File: src/logic/icts_params.svh
// Timing constants and field widths for the instruction cycle timing sequencer
`ifndef ICTS_PARAMS_SVH
`define ICTS_PARAMS_SVH

// Width of a clock period total and of a bus cycle count
`define ICTS_CLK_W            10
`define ICTS_CYC_W            8
// Width of the register count of a multiple-register move
`define ICTS_REGN_W           5
// Clock periods of one bus cycle with no wait states
`define ICTS_BUS_CYCLE_CLKS   4
// Power-on entry: clocks and reads from reset and halt negated to first instruction
`define ICTS_RESET_ENTRY_CLKS  64
`define ICTS_RESET_ENTRY_READS 12
// Reset value of the elapsed clock register
`define ICTS_ELAPSED_RESET    10'h000

`endif

File: src/logic/icts_pkg.sv
// Types shared by the instruction cycle timing sequencer
`include "icts_params.svh"

package icts_pkg;

  // Operation whose timing is being sequenced
  typedef enum logic [5:0] {
    OP_JUMP, OP_SUBROUTINE_JUMP, OP_LOAD_EFFECTIVE_ADDRESS, OP_PUSH_EFFECTIVE_ADDRESS,
    OP_MULTI_REGISTER_MOVE_TO_REG, OP_MULTI_REGISTER_MOVE_TO_MEM,
    OP_EXTENDED_ADD, OP_EXTENDED_SUBTRACT, OP_MEMORY_COMPARE,
    OP_DECIMAL_ADD_EXTENDED, OP_DECIMAL_SUBTRACT_EXTENDED,
    OP_AND_IMMEDIATE_CCB, OP_AND_IMMEDIATE_SW, OP_XOR_IMMEDIATE_CCB, OP_XOR_IMMEDIATE_SW,
    OP_OR_IMMEDIATE_CCB, OP_OR_IMMEDIATE_SW, OP_RESET_OUT, OP_STOP, OP_NOP,
    OP_EXCEPTION_RETURN, OP_RETURN_RESTORE_CONDITIONS, OP_SUBROUTINE_RETURN,
    OP_FRAME_ALLOC, OP_FRAME_RELEASE, OP_STATUS_WORD_READ, OP_STATUS_WORD_LOAD,
    OP_PERIPHERAL_BYTE_MOVE,
    EXC_ADDRESS_ERROR, EXC_BUS_ERROR, EXC_INTERRUPT, EXC_ILLEGAL, EXC_PRIVILEGE,
    EXC_TRACE, EXC_TRAP, EXC_DIVIDE_ZERO, EXC_BOUNDS_CHECK, EXC_OVERFLOW_TRAP
  } icts_op_t;

  // Addressing mode of the operand
  typedef enum logic [3:0] {
    AM_DREG, AM_IND, AM_POSTINC, AM_PREDEC, AM_DISP, AM_INDEX,
    AM_ABS_SHORT, AM_ABS_LONG, AM_PC_DISP, AM_PC_INDEX
  } icts_mode_t;

  typedef enum logic [1:0] {
    SZ_BYTE, SZ_WORD, SZ_LONG
  } icts_size_t;

  // One timing request from the decoder
  typedef struct packed {
    icts_op_t                   op;
    icts_mode_t                 mode;
    icts_size_t                 size;
    logic                       to_mem;
    logic [`ICTS_REGN_W-1:0]    regs;
    logic [`ICTS_CLK_W-1:0]     ea_clocks;
    logic [`ICTS_CYC_W-1:0]     ea_reads;
    logic [`ICTS_CYC_W-1:0]     ea_writes;
  } icts_req_t;

  // Base cost plus per-register increments
  typedef struct packed {
    logic                       ok;
    logic [`ICTS_CLK_W-1:0]     clocks;
    logic [`ICTS_CYC_W-1:0]     reads;
    logic [`ICTS_CYC_W-1:0]     writes;
    logic [4:0]                 per_clocks;
    logic [2:0]                 per_reads;
    logic [2:0]                 per_writes;
  } icts_cost_t;

  // Totals reported at the end of an operation
  typedef struct packed {
    logic [`ICTS_CLK_W-1:0]     clocks;
    logic [`ICTS_CYC_W-1:0]     reads;
    logic [`ICTS_CYC_W-1:0]     writes;
    logic [`ICTS_CLK_W-1:0]     elapsed;
  } icts_report_t;

endpackage

File: src/logic/icts_down_counter.sv
// Loadable down counter that stops at zero
`timescale 1ns/1ps
`default_nettype none

module icts_down_counter #(
  parameter int WIDTH = 8
) (
  input  wire logic             clk,
  input  wire logic             rst_n,
  input  wire logic             load,
  input  wire logic [WIDTH-1:0] load_value,
  input  wire logic             dec,
  output logic      [WIDTH-1:0] value,
  output logic                  zero
);

  // Load has priority; decrement never wraps below zero
  always_ff @(posedge clk or negedge rst_n) begin
    if (!rst_n) begin
      value <= '0;
    end else if (load) begin
      value <= load_value;
    end else if (dec && value != '0) begin
      value <= value - WIDTH'(1);
    end
  end

  assign zero = (value == '0);

endmodule
`default_nettype wire

File: src/logic/icts_bus_cycle.sv
// One processor bus cycle of four clocks, stretched by wait clocks
`timescale 1ns/1ps
`default_nettype none
`include "icts_params.svh"

module icts_bus_cycle (
  input  wire logic clk,
  input  wire logic rst_n,
  input  wire logic start,
  input  wire logic start_write,
  input  wire logic bus_wait,
  output logic      busy,
  output logic      finishing,
  output logic      bus_read,
  output logic      bus_write
);

  localparam logic [2:0] LAST_PHASE = 3'(`ICTS_BUS_CYCLE_CLKS - 1);

  logic [2:0] phase;
  logic       is_write;

  // Start clock is phase 0, so back-to-back cycles lose no clock
  assign finishing = busy && phase == LAST_PHASE && !bus_wait;

  always_ff @(posedge clk or negedge rst_n) begin
    if (!rst_n) begin
      busy     <= 1'b0;
      phase    <= 3'h0;
      is_write <= 1'b0;
    end else if (start) begin
      busy     <= 1'b1;
      phase    <= 3'h1;
      is_write <= start_write;
    end else if (finishing) begin
      busy     <= 1'b0;
      phase    <= 3'h0;
    end else if (busy && phase != LAST_PHASE) begin
      phase    <= phase + 3'h1;
    end
  end

  // Strobes are combinational so they cover the start clock too
  assign bus_read  = (start && !start_write) || (busy && !is_write && !(start && start_write));
  assign bus_write = (start && start_write) || (busy && is_write && !(start && !start_write));

endmodule
`default_nettype wire

File: src/logic/icts_timing.sv
// Instruction and exception cycle timing sequencer
`timescale 1ns/1ps
`default_nettype none
`include "icts_params.svh"

module icts_timing (
  input  wire logic                    clk,
  input  wire logic                    resetn,
  input  wire logic                    halt_n,
  input  wire logic                    req_valid,
  input  wire icts_pkg::icts_req_t     req,
  output logic                         req_ready,
  input  wire logic                    bus_wait,
  output logic                         bus_read,
  output logic                         bus_write,
  output logic                         ext_reset,
  output logic                         executing,
  output logic                         done,
  output logic                         error,
  output icts_pkg::icts_report_t       report
);

  typedef enum logic [1:0] {ST_RESET_HOLD, ST_READY, ST_BUS, ST_IDLE} icts_state_t;

  localparam int CW = `ICTS_CLK_W;
  localparam int YW = `ICTS_CYC_W;

  icts_state_t            state;
  logic [1:0]             rst_sync;
  logic                   rst_n;
  logic [1:0]             halt_sync;
  icts_pkg::icts_cost_t   cost;
  logic [CW-1:0]          tot_clocks;
  logic [YW-1:0]          tot_reads;
  logic [YW-1:0]          tot_writes;
  logic [CW+1:0]          bus_clocks;
  logic [CW-1:0]          idle_clocks;
  logic [CW-1:0]          elapsed;
  icts_pkg::icts_op_t     cur_op;
  logic                   accept;
  logic                   launch;
  logic [CW-1:0]          ld_clocks;
  logic [YW-1:0]          ld_reads;
  logic [YW-1:0]          ld_writes;
  logic [CW-1:0]          ld_idle;
  logic [YW-1:0]          reads_left;
  logic [YW-1:0]          writes_left;
  logic [CW-1:0]          idle_left;
  logic                   reads_zero;
  logic                   writes_zero;
  logic                   idle_zero;
  logic                   cyc_busy;
  logic                   cyc_finishing;
  logic                   cyc_free;
  logic                   start_cycle;
  logic                   start_write;

  // Reset release through two flip-flops; the rest of the block uses the copy
  always_ff @(posedge clk or negedge resetn) begin
    if (!resetn) begin
      rst_sync <= 2'h0;
    end else begin
      rst_sync <= {rst_sync[0], 1'b1};
    end
  end
  assign rst_n = rst_sync[1];

  // Halt pin comes from outside, so it is synchronised before use
  always_ff @(posedge clk or negedge rst_n) begin
    if (!rst_n) begin
      halt_sync <= 2'h0;
    end else begin
      halt_sync <= {halt_sync[0], halt_n};
    end
  end

  function automatic icts_pkg::icts_cost_t mk(input int c, input int r, input int w);
    icts_pkg::icts_cost_t k;
    k            = '0;
    k.ok         = 1'b1;
    k.clocks     = CW'(c);
    k.reads      = YW'(r);
    k.writes     = YW'(w);
    return k;
  endfunction

  function automatic icts_pkg::icts_cost_t per(input icts_pkg::icts_cost_t b, input int pc, input int pr,
                                               input int pw);
    icts_pkg::icts_cost_t k;
    k            = b;
    k.per_clocks = 5'(pc);
    k.per_reads  = 3'(pr);
    k.per_writes = 3'(pw);
    return k;
  endfunction

  // Lookup of the zero-wait cost of every operation, mode and size
  // One entry per indexed mode: the index register's size has no field here
  function automatic icts_pkg::icts_cost_t lookup(input icts_pkg::icts_req_t q);
    icts_pkg::icts_cost_t k;
    logic                 lng;
    k   = '0;
    lng = (q.size == icts_pkg::SZ_LONG);
    unique case (q.op)
      icts_pkg::OP_JUMP: begin
        unique case (q.mode)
          icts_pkg::AM_IND:                          k = mk(16, 4, 0);
          icts_pkg::AM_DISP, icts_pkg::AM_ABS_SHORT,
          icts_pkg::AM_PC_DISP:                      k = mk(18, 4, 0);
          icts_pkg::AM_INDEX, icts_pkg::AM_PC_INDEX: k = mk(22, 4, 0);
          icts_pkg::AM_ABS_LONG:                     k = mk(24, 6, 0);
          default:                                   k = '0;
        endcase
      end
      icts_pkg::OP_SUBROUTINE_JUMP: begin
        unique case (q.mode)
          icts_pkg::AM_IND, icts_pkg::AM_PC_INDEX:   k = mk(32, 4, 4);
          icts_pkg::AM_DISP, icts_pkg::AM_ABS_SHORT,
          icts_pkg::AM_PC_DISP:                      k = mk(34, 4, 4);
          icts_pkg::AM_INDEX:                        k = mk(38, 4, 4);
          icts_pkg::AM_ABS_LONG:                     k = mk(40, 6, 4);
          default:                                   k = '0;
        endcase
      end
      icts_pkg::OP_LOAD_EFFECTIVE_ADDRESS: begin
        unique case (q.mode)
          icts_pkg::AM_IND:                          k = mk(8, 2, 0);
          icts_pkg::AM_DISP, icts_pkg::AM_ABS_SHORT,
          icts_pkg::AM_PC_DISP:                      k = mk(16, 4, 0);
          icts_pkg::AM_INDEX, icts_pkg::AM_PC_INDEX: k = mk(20, 4, 0);
          icts_pkg::AM_ABS_LONG:                     k = mk(24, 6, 0);
          default:                                   k = '0;
        endcase
      end
      icts_pkg::OP_PUSH_EFFECTIVE_ADDRESS: begin
        unique case (q.mode)
          icts_pkg::AM_IND:                          k = mk(24, 2, 4);
          icts_pkg::AM_DISP, icts_pkg::AM_ABS_SHORT,
          icts_pkg::AM_PC_DISP:                      k = mk(32, 4, 4);
          icts_pkg::AM_INDEX, icts_pkg::AM_PC_INDEX: k = mk(36, 4, 4);
          icts_pkg::AM_ABS_LONG:                     k = mk(40, 6, 4);
          default:                                   k = '0;
        endcase
      end
      icts_pkg::OP_MULTI_REGISTER_MOVE_TO_REG: begin
        unique case (q.mode)
          icts_pkg::AM_IND, icts_pkg::AM_POSTINC:    k = mk(24, 6, 0);
          icts_pkg::AM_DISP, icts_pkg::AM_PC_DISP:   k = mk(32, 8, 0);
          icts_pkg::AM_INDEX, icts_pkg::AM_PC_INDEX: k = mk(34, 8, 0);
          icts_pkg::AM_ABS_SHORT:                    k = mk(32, lng ? 8 : 10, 0);
          icts_pkg::AM_ABS_LONG:                     k = mk(40, lng ? 8 : 10, 0);
          default:                                   k = '0;
        endcase
        if (lng) begin
          k = per(k, 16, 4, 0);
        end else begin
          k = per(k, 8, (q.mode == icts_pkg::AM_ABS_SHORT) ? 1 : 2, 0);
        end
      end
      icts_pkg::OP_MULTI_REGISTER_MOVE_TO_MEM: begin
        unique case (q.mode)
          icts_pkg::AM_IND, icts_pkg::AM_PREDEC:     k = mk(16, 4, 0);
          icts_pkg::AM_DISP:                         k = mk(24, 6, 0);
          icts_pkg::AM_INDEX:                        k = mk(26, 6, 0);
          icts_pkg::AM_ABS_SHORT:                    k = mk(24, lng ? 8 : 6, 0);
          icts_pkg::AM_ABS_LONG:                     k = mk(32, lng ? 6 : 8, 0);
          default:                                   k = '0;
        endcase
        k = lng ? per(k, 16, 0, 4) : per(k, 8, 0, 2);
      end
      icts_pkg::OP_EXTENDED_ADD, icts_pkg::OP_EXTENDED_SUBTRACT: begin
        if (q.mode == icts_pkg::AM_DREG) begin
          k = mk(lng ? 12 : 8, 2, 0);
        end else if (q.mode == icts_pkg::AM_PREDEC) begin
          unique case (q.size)
            icts_pkg::SZ_BYTE: k = mk(22, 4, 1);
            icts_pkg::SZ_WORD: k = mk(50, 6, 2);
            icts_pkg::SZ_LONG: k = mk(58, 10, 4);
            default:           k = '0;
          endcase
        end
      end
      // memory compare only in memory form
      icts_pkg::OP_MEMORY_COMPARE: begin
        if (q.mode == icts_pkg::AM_POSTINC) begin
          unique case (q.size)
            icts_pkg::SZ_BYTE: k = mk(16, 4, 0);
            icts_pkg::SZ_WORD: k = mk(24, 6, 0);
            icts_pkg::SZ_LONG: k = mk(40, 10, 0);
            default:           k = '0;
          endcase
        end
      end
      icts_pkg::OP_DECIMAL_ADD_EXTENDED, icts_pkg::OP_DECIMAL_SUBTRACT_EXTENDED: begin
        if (q.mode == icts_pkg::AM_DREG) begin
          k = mk(10, 2, 0);
        end else if (q.mode == icts_pkg::AM_PREDEC) begin
          k = mk(20, 4, 1);
        end
      end
      icts_pkg::OP_AND_IMMEDIATE_CCB, icts_pkg::OP_AND_IMMEDIATE_SW,
      icts_pkg::OP_XOR_IMMEDIATE_CCB, icts_pkg::OP_XOR_IMMEDIATE_SW,
      icts_pkg::OP_OR_IMMEDIATE_CCB, icts_pkg::OP_OR_IMMEDIATE_SW: k = mk(32, 6, 0);
      icts_pkg::OP_RESET_OUT:                  k = mk(136, 2, 0);
      icts_pkg::OP_STOP:                       k = mk(4, 0, 0);
      icts_pkg::OP_NOP:                        k = mk(8, 2, 0);
      icts_pkg::OP_EXCEPTION_RETURN,
      icts_pkg::OP_RETURN_RESTORE_CONDITIONS:  k = mk(40, 10, 0);
      icts_pkg::OP_SUBROUTINE_RETURN:          k = mk(32, 8, 0);
      icts_pkg::OP_FRAME_ALLOC:                k = mk(32, 4, 4);
      icts_pkg::OP_FRAME_RELEASE:              k = mk(24, 6, 0);
      icts_pkg::OP_STATUS_WORD_READ:           k = (q.mode == icts_pkg::AM_DREG) ? mk(10, 2, 0) : mk(16, 2, 2);
      icts_pkg::OP_STATUS_WORD_LOAD:           k = mk(18, 4, 0);
      icts_pkg::OP_PERIPHERAL_BYTE_MOVE: begin
        if (q.size != icts_pkg::SZ_BYTE) begin
          if (q.to_mem) begin
            k = lng ? mk(32, 4, 4) : mk(24, 4, 2);
          end else begin
            k = lng ? mk(32, 8, 0) : mk(24, 6, 0);
          end
        end
      end
      // entry counts include stacking, vector and first fetch
      icts_pkg::EXC_ADDRESS_ERROR, icts_pkg::EXC_BUS_ERROR: k = mk(94, 8, 14);
      icts_pkg::EXC_INTERRUPT:                 k = mk(72, 9, 6);
      icts_pkg::EXC_ILLEGAL, icts_pkg::EXC_PRIVILEGE,
      icts_pkg::EXC_TRACE, icts_pkg::EXC_TRAP:  k = mk(62, 8, 6);
      icts_pkg::EXC_DIVIDE_ZERO:               k = mk(66, 8, 6);
      icts_pkg::EXC_BOUNDS_CHECK:              k = mk(68, 8, 6);
      icts_pkg::EXC_OVERFLOW_TRAP:             k = mk(66, 10, 6);
      default:                                 k = '0;
    endcase
    return k;
  endfunction

  // Totals: base plus per-register share plus address calculation share
  always_comb begin
    cost       = lookup(req);
    tot_clocks = cost.clocks + CW'(cost.per_clocks) * CW'(req.regs) + req.ea_clocks;
    tot_reads  = cost.reads + YW'(cost.per_reads) * YW'(req.regs) + req.ea_reads;
    tot_writes = cost.writes + YW'(cost.per_writes) * YW'(req.regs) + req.ea_writes;
  end

  assign req_ready = (state == ST_READY);
  assign accept    = req_valid && req_ready;
  assign launch    = (accept && cost.ok) || (state == ST_RESET_HOLD && halt_sync[1]);

  // power-on entry cost loaded once reset and halt read negated
  always_comb begin
    if (state == ST_RESET_HOLD) begin
      ld_clocks = CW'(`ICTS_RESET_ENTRY_CLKS);
      ld_reads  = YW'(`ICTS_RESET_ENTRY_READS);
      ld_writes = '0;
    end else begin
      ld_clocks = tot_clocks;
      ld_reads  = tot_reads;
      ld_writes = tot_writes;
    end
    // clocks not spent on zero-wait bus cycles are internal idle time
    bus_clocks = (CW + 2)'((ld_reads + ld_writes) * `ICTS_BUS_CYCLE_CLKS);
    ld_idle    = ((CW + 2)'(ld_clocks) > bus_clocks) ? CW'((CW + 2)'(ld_clocks) - bus_clocks) : '0;
  end

  // Reads go out first, then writes, then the idle clocks
  assign cyc_free    = !cyc_busy; // Overlapping the last phase would drop a clock
  assign start_cycle = (state == ST_BUS) && cyc_free && !(reads_zero && writes_zero);
  assign start_write = reads_zero;

  icts_down_counter #(.WIDTH(YW)) u_reads (
    .clk        (clk),
    .rst_n      (rst_n),
    .load       (launch),
    .load_value (ld_reads),
    .dec        (start_cycle && !start_write),
    .value      (reads_left),
    .zero       (reads_zero)
  );

  icts_down_counter #(.WIDTH(YW)) u_writes (
    .clk        (clk),
    .rst_n      (rst_n),
    .load       (launch),
    .load_value (ld_writes),
    .dec        (start_cycle && start_write),
    .value      (writes_left),
    .zero       (writes_zero)
  );

  icts_down_counter #(.WIDTH(CW)) u_idle (
    .clk        (clk),
    .rst_n      (rst_n),
    .load       (launch),
    .load_value (ld_idle),
    .dec        (state == ST_IDLE),
    .value      (idle_left),
    .zero       (idle_zero)
  );

  // a wait clock holds the cycle's last phase, lengthening the total
  icts_bus_cycle u_cycle (
    .clk         (clk),
    .rst_n       (rst_n),
    .start       (start_cycle),
    .start_write (start_write),
    .bus_wait    (bus_wait),
    .busy        (cyc_busy),
    .finishing   (cyc_finishing),
    .bus_read    (bus_read),
    .bus_write   (bus_write)
  );

  // Sequencing of bus phase, idle phase and completion
  always_ff @(posedge clk or negedge rst_n) begin
    if (!rst_n) begin
      state <= ST_RESET_HOLD;
    end else begin
      unique case (state)
        ST_RESET_HOLD, ST_READY: begin
          if (launch) begin
            state <= (ld_reads == '0 && ld_writes == '0) ? ST_IDLE : ST_BUS;
          end
        end
        ST_BUS: begin
          if (cyc_finishing && reads_zero && writes_zero) begin
            state <= idle_zero ? ST_READY : ST_IDLE;
          end
        end
        ST_IDLE: begin
          if (idle_left <= CW'(1)) begin
            state <= ST_READY;
          end
        end
      endcase
    end
  end

  // Completion flags, elapsed clocks and the operation in flight
  always_ff @(posedge clk or negedge rst_n) begin
    if (!rst_n) begin
      executing <= 1'b0;
      done      <= 1'b0;
      error     <= 1'b0;
      elapsed   <= `ICTS_ELAPSED_RESET;
      cur_op    <= icts_pkg::OP_NOP;
      report    <= '0;
    end else begin
      done  <= 1'b0;
      error <= accept && !cost.ok;
      if (launch) begin
        elapsed <= '0;
        cur_op  <= (state == ST_RESET_HOLD) ? icts_pkg::EXC_ILLEGAL : req.op;
        report  <= '{clocks: ld_clocks, reads: ld_reads, writes: ld_writes, elapsed: '0};
      end else if (state == ST_BUS || state == ST_IDLE) begin
        elapsed <= elapsed + CW'(1);
        if ((state == ST_IDLE && idle_left <= CW'(1)) ||
            (state == ST_BUS && cyc_finishing && reads_zero && writes_zero && idle_zero)) begin
          report.elapsed <= elapsed + CW'(1);
          done           <= executing;
          executing      <= 1'b1;
        end
      end
    end
  end

  // external reset driven through the idle part of the reset-out instruction
  assign ext_reset = (state == ST_IDLE) && executing && (cur_op == icts_pkg::OP_RESET_OUT);

endmodule
`default_nettype wire

File: config.mk
export PLATFORM = sky130hd
export DESIGN_NAME = icts_timing
export DESIGN_NICKNAME = d
export VERILOG_FILES = /design/src/logic/icts_pkg.sv /design/src/logic/icts_down_counter.sv /design/src/logic/icts_bus_cycle.sv /design/src/logic/icts_timing.sv
export VERILOG_INCLUDE_DIRS = /design/src /design/src/logic
export SDC_FILE = /design/constraint.sdc
export NUM_CORES = 1
export LEC_CHECK = 0
export BUFFER_PORTS_ARGS = -buffer_cell sky130_fd_sc_hd__buf_2
export CAP_MARGIN = 25
export CORE_MARGIN = 5
export CORE_UTILIZATION = 45
export CTS_CLUSTER_SIZE = 20
export DETAILED_ROUTE_END_ITERATION = 8
export PLACE_DENSITY = 0.61
export SYNTH_ARGS = -nofsm -noshare
export SYNTH_HDL_FRONTEND = slang
export SYNTH_SLANG_ARGS = --single-unit
export TNS_END_PERCENT = 20
File: constraint.sdc
create_clock -name clk -period 5.6 [get_ports clk]
set_input_delay 0.56 -clock clk [delete_from_list [all_inputs] [get_ports clk]]
set_output_delay 0.56 -clock clk [all_outputs]
set_load 0.03 [all_outputs]
Yosys cells after proc, flatten, opt, wreduce, memory -nomap -nowiden:

Index checks and enable logic that the tools add are counted.

* flip-flop bits (word level): 92
* latch bits: 0
* bits in writable memories: 0
* bits in read-only memories: 0
* bits of input ports: 49
* output and inout port bits: 43
* logic and storage cells: 228
* memories: 0

* add/subtract/negate cells: 13
* $mul: 3
* divide/modulo/power cells: 0
* order comparisons: 2
* eq/ne operators: 57
* shifts and indexed selects: 0
* muxes and demuxes: 56
* bitwise gates (word level): 1
* reduce and logical (&&, ||, !) cells: 78

Operators by type and width (number)
* one-hot mux 38 bit (26 select lines): 1
* one-hot mux 38 bit (4 select lines): 4
* one-hot mux 38 bit (5 select lines): 2
* 2-to-1 mux 38 bit: 6
* one-hot mux 38 bit (3 select lines): 2
* == test 6 x 5 -> 1 bit (second input constant): 17
* 2-to-1 mux 33 bit: 3
* 2-to-1 mux 10 bit: 9
* == test 6 x 4 -> 1 bit (second input constant): 8
* 2-to-1 mux 8 bit: 6
* == test 6 bit (second input constant): 6
* adder 8 bit: 4
* logical NOT 8 bit: 4
* 2-to-1 mux 32 bit: 1
* logical AND 1 bit: 29
* == test 6 x 3 -> 1 bit (second input constant): 4
* 2-to-1 mux 11 bit: 2
* adder 10 bit: 2
* OR reduction 2 bit: 10
* == test 4 x 3 -> 1 bit (second input constant): 4
* multiplier 3 x 5 -> 8 bit: 2
* nonzero test 8 bit: 2
* subtractor 8 x 1 -> 8 bit (second input constant): 2
* nonzero test 2 bit: 7
* 38 further kinds: 73

Depth between registers and ports, before layout:

* word-level depth: 14
* mapped depth: 29
* depth with buffers taken out: 26

Modules after synthesis:

From an unflattened synthesis, not the netlist that was laid out.

* cells, all modules: 1007
* area, all modules: 8733.4 sq um

By module, submodules not included
* icts_timing: instances 1, cells each 795, area each 6757.7 sq um, sequential area each 1530.2 sq um
* icts_down_counter at u_reads ...: instances 2, cells each 58, area each 528.0 sq um, sequential area each 200.2 sq um
* icts_down_counter at u_idle: instances 1, cells each 67, area each 621.8 sq um, sequential area each 250.2 sq um
* icts_bus_cycle: instances 1, cells each 29, area each 297.8 sq um, sequential area each 125.1 sq um

Worst setup path before layout:

Ideal clock, no wire load.

* kind: input -> register
* start point: input req[41] in the netlist's numbering
* end point: register u_idle.value[0]
* arrival: 6319 ps
* required time: 5523 ps
* path slack: -796 ps
* cell stages on the path: 26
* buffers on the path: 1
* cells stage by stage: nor4b_4 nand2_1 nor4_1 nand2_1 fa_1 fa_1 fa_1 inv_1 ha_1 a21o_1 a21o_1 a21oi_1 nor2_1 a211oi_1 ha_1 o21ai_0 a21oi_1 or2_2 ha_1 nand4_1 nor2_1 a21oi_1 o211a_1 clkbuf_1 nand4_1 a21oi_1

* cells in the longest elaborated chain, start to end: 11
* elaborated cells on any way between the ends: 65
* those cells by class: add/sub (8); mul (3); order compare (1); eq/ne (37); mux (6); reduce/logical (10)

Ends and longest elaborated chain
* start: declaration: line icts_timing.sv:11 `input wire icts_pkg::icts_req_t req,`
* == test 6 x 4 -> 1 bit (tied with other cells): line icts_timing.sv:104 `unique case (q.op)`
* OR reduction 6 bit (tied with other cells): line icts_timing.sv:104
* one-hot mux 38 bit (26 select lines) (*): line icts_timing.sv:104
* multiplier 3 x 5 -> 8 bit: line icts_timing.sv:240 `tot_reads = cost.reads + YW'(cost.per_reads) * YW'(req.regs) + req.ea_reads;`
* adder 8 bit (*) (2 in a row): line icts_timing.sv:240
* 2-to-1 mux 8 bit (*): line icts_timing.sv:250 `if (state == ST_RESET_HOLD) begin`
* net ld_reads[6]: line icts_timing.sv:43 `logic [YW-1:0] ld_reads;`
* adder 8 x 8 -> 9 bit (*): line icts_timing.sv:260 `` bus_clocks = (CW + 2)'((ld_reads + ld_writes) * `ICTS_BUS_CYCLE_CLKS); ``
* > comparator 10 x 11 -> 1 bit (*): line icts_timing.sv:261 `ld_idle = ((CW + 2)'(ld_clocks) > bus_clocks) ? CW'((CW + 2)'(ld_clocks) - bus_clocks) : '0;`
* 2-to-1 mux 10 bit (*): line icts_timing.sv:261
* 2-to-1 mux 10 bit (*): line icts_down_counter.sv:21 `end else if (load) begin`
* end signal: assignment: line icts_down_counter.sv:22 `value <= load_value;`
* end signal: assignment: line icts_down_counter.sv:24 `value <= value - WIDTH'(1);`
* end: declaration: line icts_down_counter.sv:13 `output logic [WIDTH-1:0] value,`

Mark *: on every way through the listed nets, which the timed path passes. The rest lies on a longest branch.
A chain may end at the register's enable or synchronous reset.

Worst setup path after layout:

Same ends and word-level chain as after synthesis.

==> impl_metrics.json <==
{
  "status": "complete, but fails checks",
  "violations": "setup timing",
  "synthFlopType": "dfrtp_1",
  "synth_most_common_cell": "nand2_1",
  "p_switching_mw": 1.52,
  "grt_pass1_vias": 8000,
  "synth_commonest_cells": "126 x nand2_1, 92 x nor2_1, 89 x dfrtp_1",
  "grt_usage": 0.231,
  "syn_inst": 992,
  "clk_pin_slew_worst_paths_ns": 0.06,
  "clk_path_buf_depth": 2,
  "yosysTopAreaCell": "dfrtp_1",
  "final_cells": 1447,
  "core_area_um2": 18100,
  "die_area_um2": 21300,
  "final.period_utilization": 1.03,
  "fillers": 1663,
  "wl_per_cell_um": 16.9,
  "p_comb_frac": 0.534,
  "peakVddDrop_uv": 317,
  "leakagePower_nw": 5.29,
  "sequentialPowerShare": 0.299,
  "yosysTopAreaCellShare": 0.268,
  "io_buffers": 91,
  "ant_nets": 0,
  "whs_ns": 0.305,
  "cts_buffers": 9,
  "antenna_found_initial": 0,
  "seq_area_frac_synth": 0.277,
  "hold_viol_final": 0,
  "finClkSkew_ns": 0.0102,
  "layout.nets": 1374,
  "post-dp-hpwl_um": 19200,
  "start_util": 0.460,
  "layout_min_cycle_time_ns": 5.77,
  "final-seq-area_um2": 2310,
  "synth_area_leaders": "dfrtp_1 27%, ha_1 12%, fa_1 7.0%, nand2_1 5.7%, nor2_1 4.2%",
  "worstPathArrival_ns": 6.03,
  "avgSynthCellArea_um2": 8.38,
  "grt_pass1_wl_um": 40500,
  "tightest_slew_ns": 0.973,
  "setup_tns_ns": -1.44,
  "wirelength_um": 24500,
  "num_io_pins": 92,
  "cp.required_ns": 5.86,
  "async_reset_ff_frac": 1.00,
  "crit_buf_inv": 3,
  "drc": 0,
  "critPathCaptureType": "flip-flop",
  "rows": 49,
  "swShare": 0.412,
  "vias": 7795,
  "area_delta_synth_final_pct": 26.9,
  "cp_common_cell": "a21oi_1",
  "finalSetupViolCount": 10,
  "drive_above_1_share": 0.256,
  "multi_input_area_um2": 5700,
  "powerDensity_nw_per_um2": 351,
  "ys_seq_elements": 92,
  "synth_nets": 1153,
  "cpLargestDelayFamily": "compound AO/OA/AOI/OAI gates",
  "ys_types": 74,
  "synth_warnings": 0,
  "p_int_mw": 2.18,
  "die_w_um": 146,
  "worstHoldPathType": "reg -> async",
  "die_y_um": 146,
  "slew_viol_final": 0,
  "clock_sinks": 92,
  "gp_congestion": 0.941,
  "avgViaCountPerCell": 5.39,
  "crit_fanout": 20,
  "grt-ovfl-total": 0,
  "n_antenna_cell": 0,
  "critical_path_class": "in -> reg",
  "maxCapViolations": 0,
  "cpMaxStageDelayCell": "a2111oi_0",
  "clkPwrFrac": 0.167,
  "relSlewSlack": 0.334,
  "rsz0062_at_grt": "yes",
  "synth_edf_count": 0,
  "cts.htree.levels": 3,
  "fin_ws_ns": -0.174,
  "start_kind": "primary input",
  "syn_area_um2": 8320,
  "cts_root_buf": "clkbuf_16",
  "grt_max_degree": 52,
  "cts_tree": "built",
  "cpPeakStageDelay_ns": 0.77,
  "dp.cells": 1424,
  "insertion_delay_ns": 0.34,
  "max_freq_ghz": 0.173,
  "dr.pass1.iters": 5,
  "dr.first_iter.drc_count": 523
}
==> logic make-up (layout without fill, tap and decap cells) <==
family          Yosys count  in the layout  synth area share
other cells               1              1          0.000451
simple gates            426            426             0.256
buf+inv                 114            339            0.0566
fa+ha+maj               112            112             0.195
compound gates          184            185             0.148
flops                    92             92             0.277
mux                       4              4           0.00542
xor+xnor                 59             59            0.0621
==> through the flow <==
stage | worst slack [ns] | total power [mW] | utilization | area, um2
floorplan | -0.200 | 2.34 | - | 8430
global placement | -0.618 | 3.00 | 0.560 | 10100
detailed placement | -0.706 | 3.01 | 0.560 | 10100
CTS | -0.115 | 3.70 | 0.583 | 10500
global route | -0.439 | 4.00 | 0.584 | 10600
finish | -0.174 | 3.70 | 0.584 | 10600
==> power by group through the flow <==
| stage | sequential (mW) | clock, mW | combinational (mW) |
|---|---|---|---|
| CTS | 1.11 | 0.630 | 1.97 |
| floorplan | 1.26 | 0 | 1.08 |
| finish | 1.10 | 0.618 | 1.98 |
| global route | 1.14 | 0.660 | 2.20 |
| detailed placement | 1.11 | 0 | 1.90 |
| global placement | 1.11 | 0 | 1.89 |
==> final timing paths <==
kind	startpoint	end	slack, ns	cells past startpoint
max reg2reg	state[0]	u_idle.value[0]	1.63	14
max in group asynchronous	rst_sync[1]	cur_op[3]	4.27	1
max	req[41]	u_idle.value[0]	-0.17	25
min reg2reg	rst_sync[1]	report[21]	0.31	0
min in group clk	halt_n	halt_sync[0]	0.34	1
min	rst_sync[1]	report[21]	0.31	0
==> cell type report <==
cell class / instances / area share
Timing Repair Buffer: 250 / 0.160
Clock inverter: 4 / 0.00450
Clock buffer: 12 / 0.0243
Multi-Input combinational cell: 787 / 0.540
Sequential cell: 92 / 0.219
Tap cell: 229 / 0.0271
Inverter: 73 / 0.0260
==> layer usage <==
layer	wire length (um)	GRT usage	vias up
li1	-	-	3877
met1	11800	0.332	3667
met2	11200	0.378	222
met3	1280	0.0324	29
met4	290	0.0404	0
met5	0	0	-
==> sequential cells by signal, indices dropped and copies added, names as in the netlist <==
signal,flops
u_cycle.is_write,1
elapsed,10
u_cycle.busy,1
u_idle.value,10
rst_sync,2
cur_op,6
state,2
error,1
halt_sync,2
u_reads.value,8
executing,1
done,1
u_cycle.phase,3
report,36
u_writes.value,8
==> timing repair <==
action,in CTS,in global routing
setup buffers,3,2
endpoints found under the setup margin,10,10
cloned,1,0
pin swaps,18,1
resized for setup,18,3
hold buffers,1,0
endpoints found under the hold margin,2,0
==> cell usage in the layout, fill, tap and decap left out, drive strengths merged, types with 5 or more instances in the layout <==
cell type	n
buf	249
nand2	126
nor2	92
dfrtp	89
ha	83
inv	73
o21ai	51
a21oi	42
nand3	39
xor2	30
xnor2	29
fa	29
nor3	28
and2	27
and3	17
nor2b	16
nand4	14
nor4	14
nand2b	12
clkbuf	12
or2	11
a211oi	11
a21o	10
a22o	8
o21bai	7
or3	6
o22ai	5
o211ai	5
o31ai	5
(Power assumes the default switching activity.)
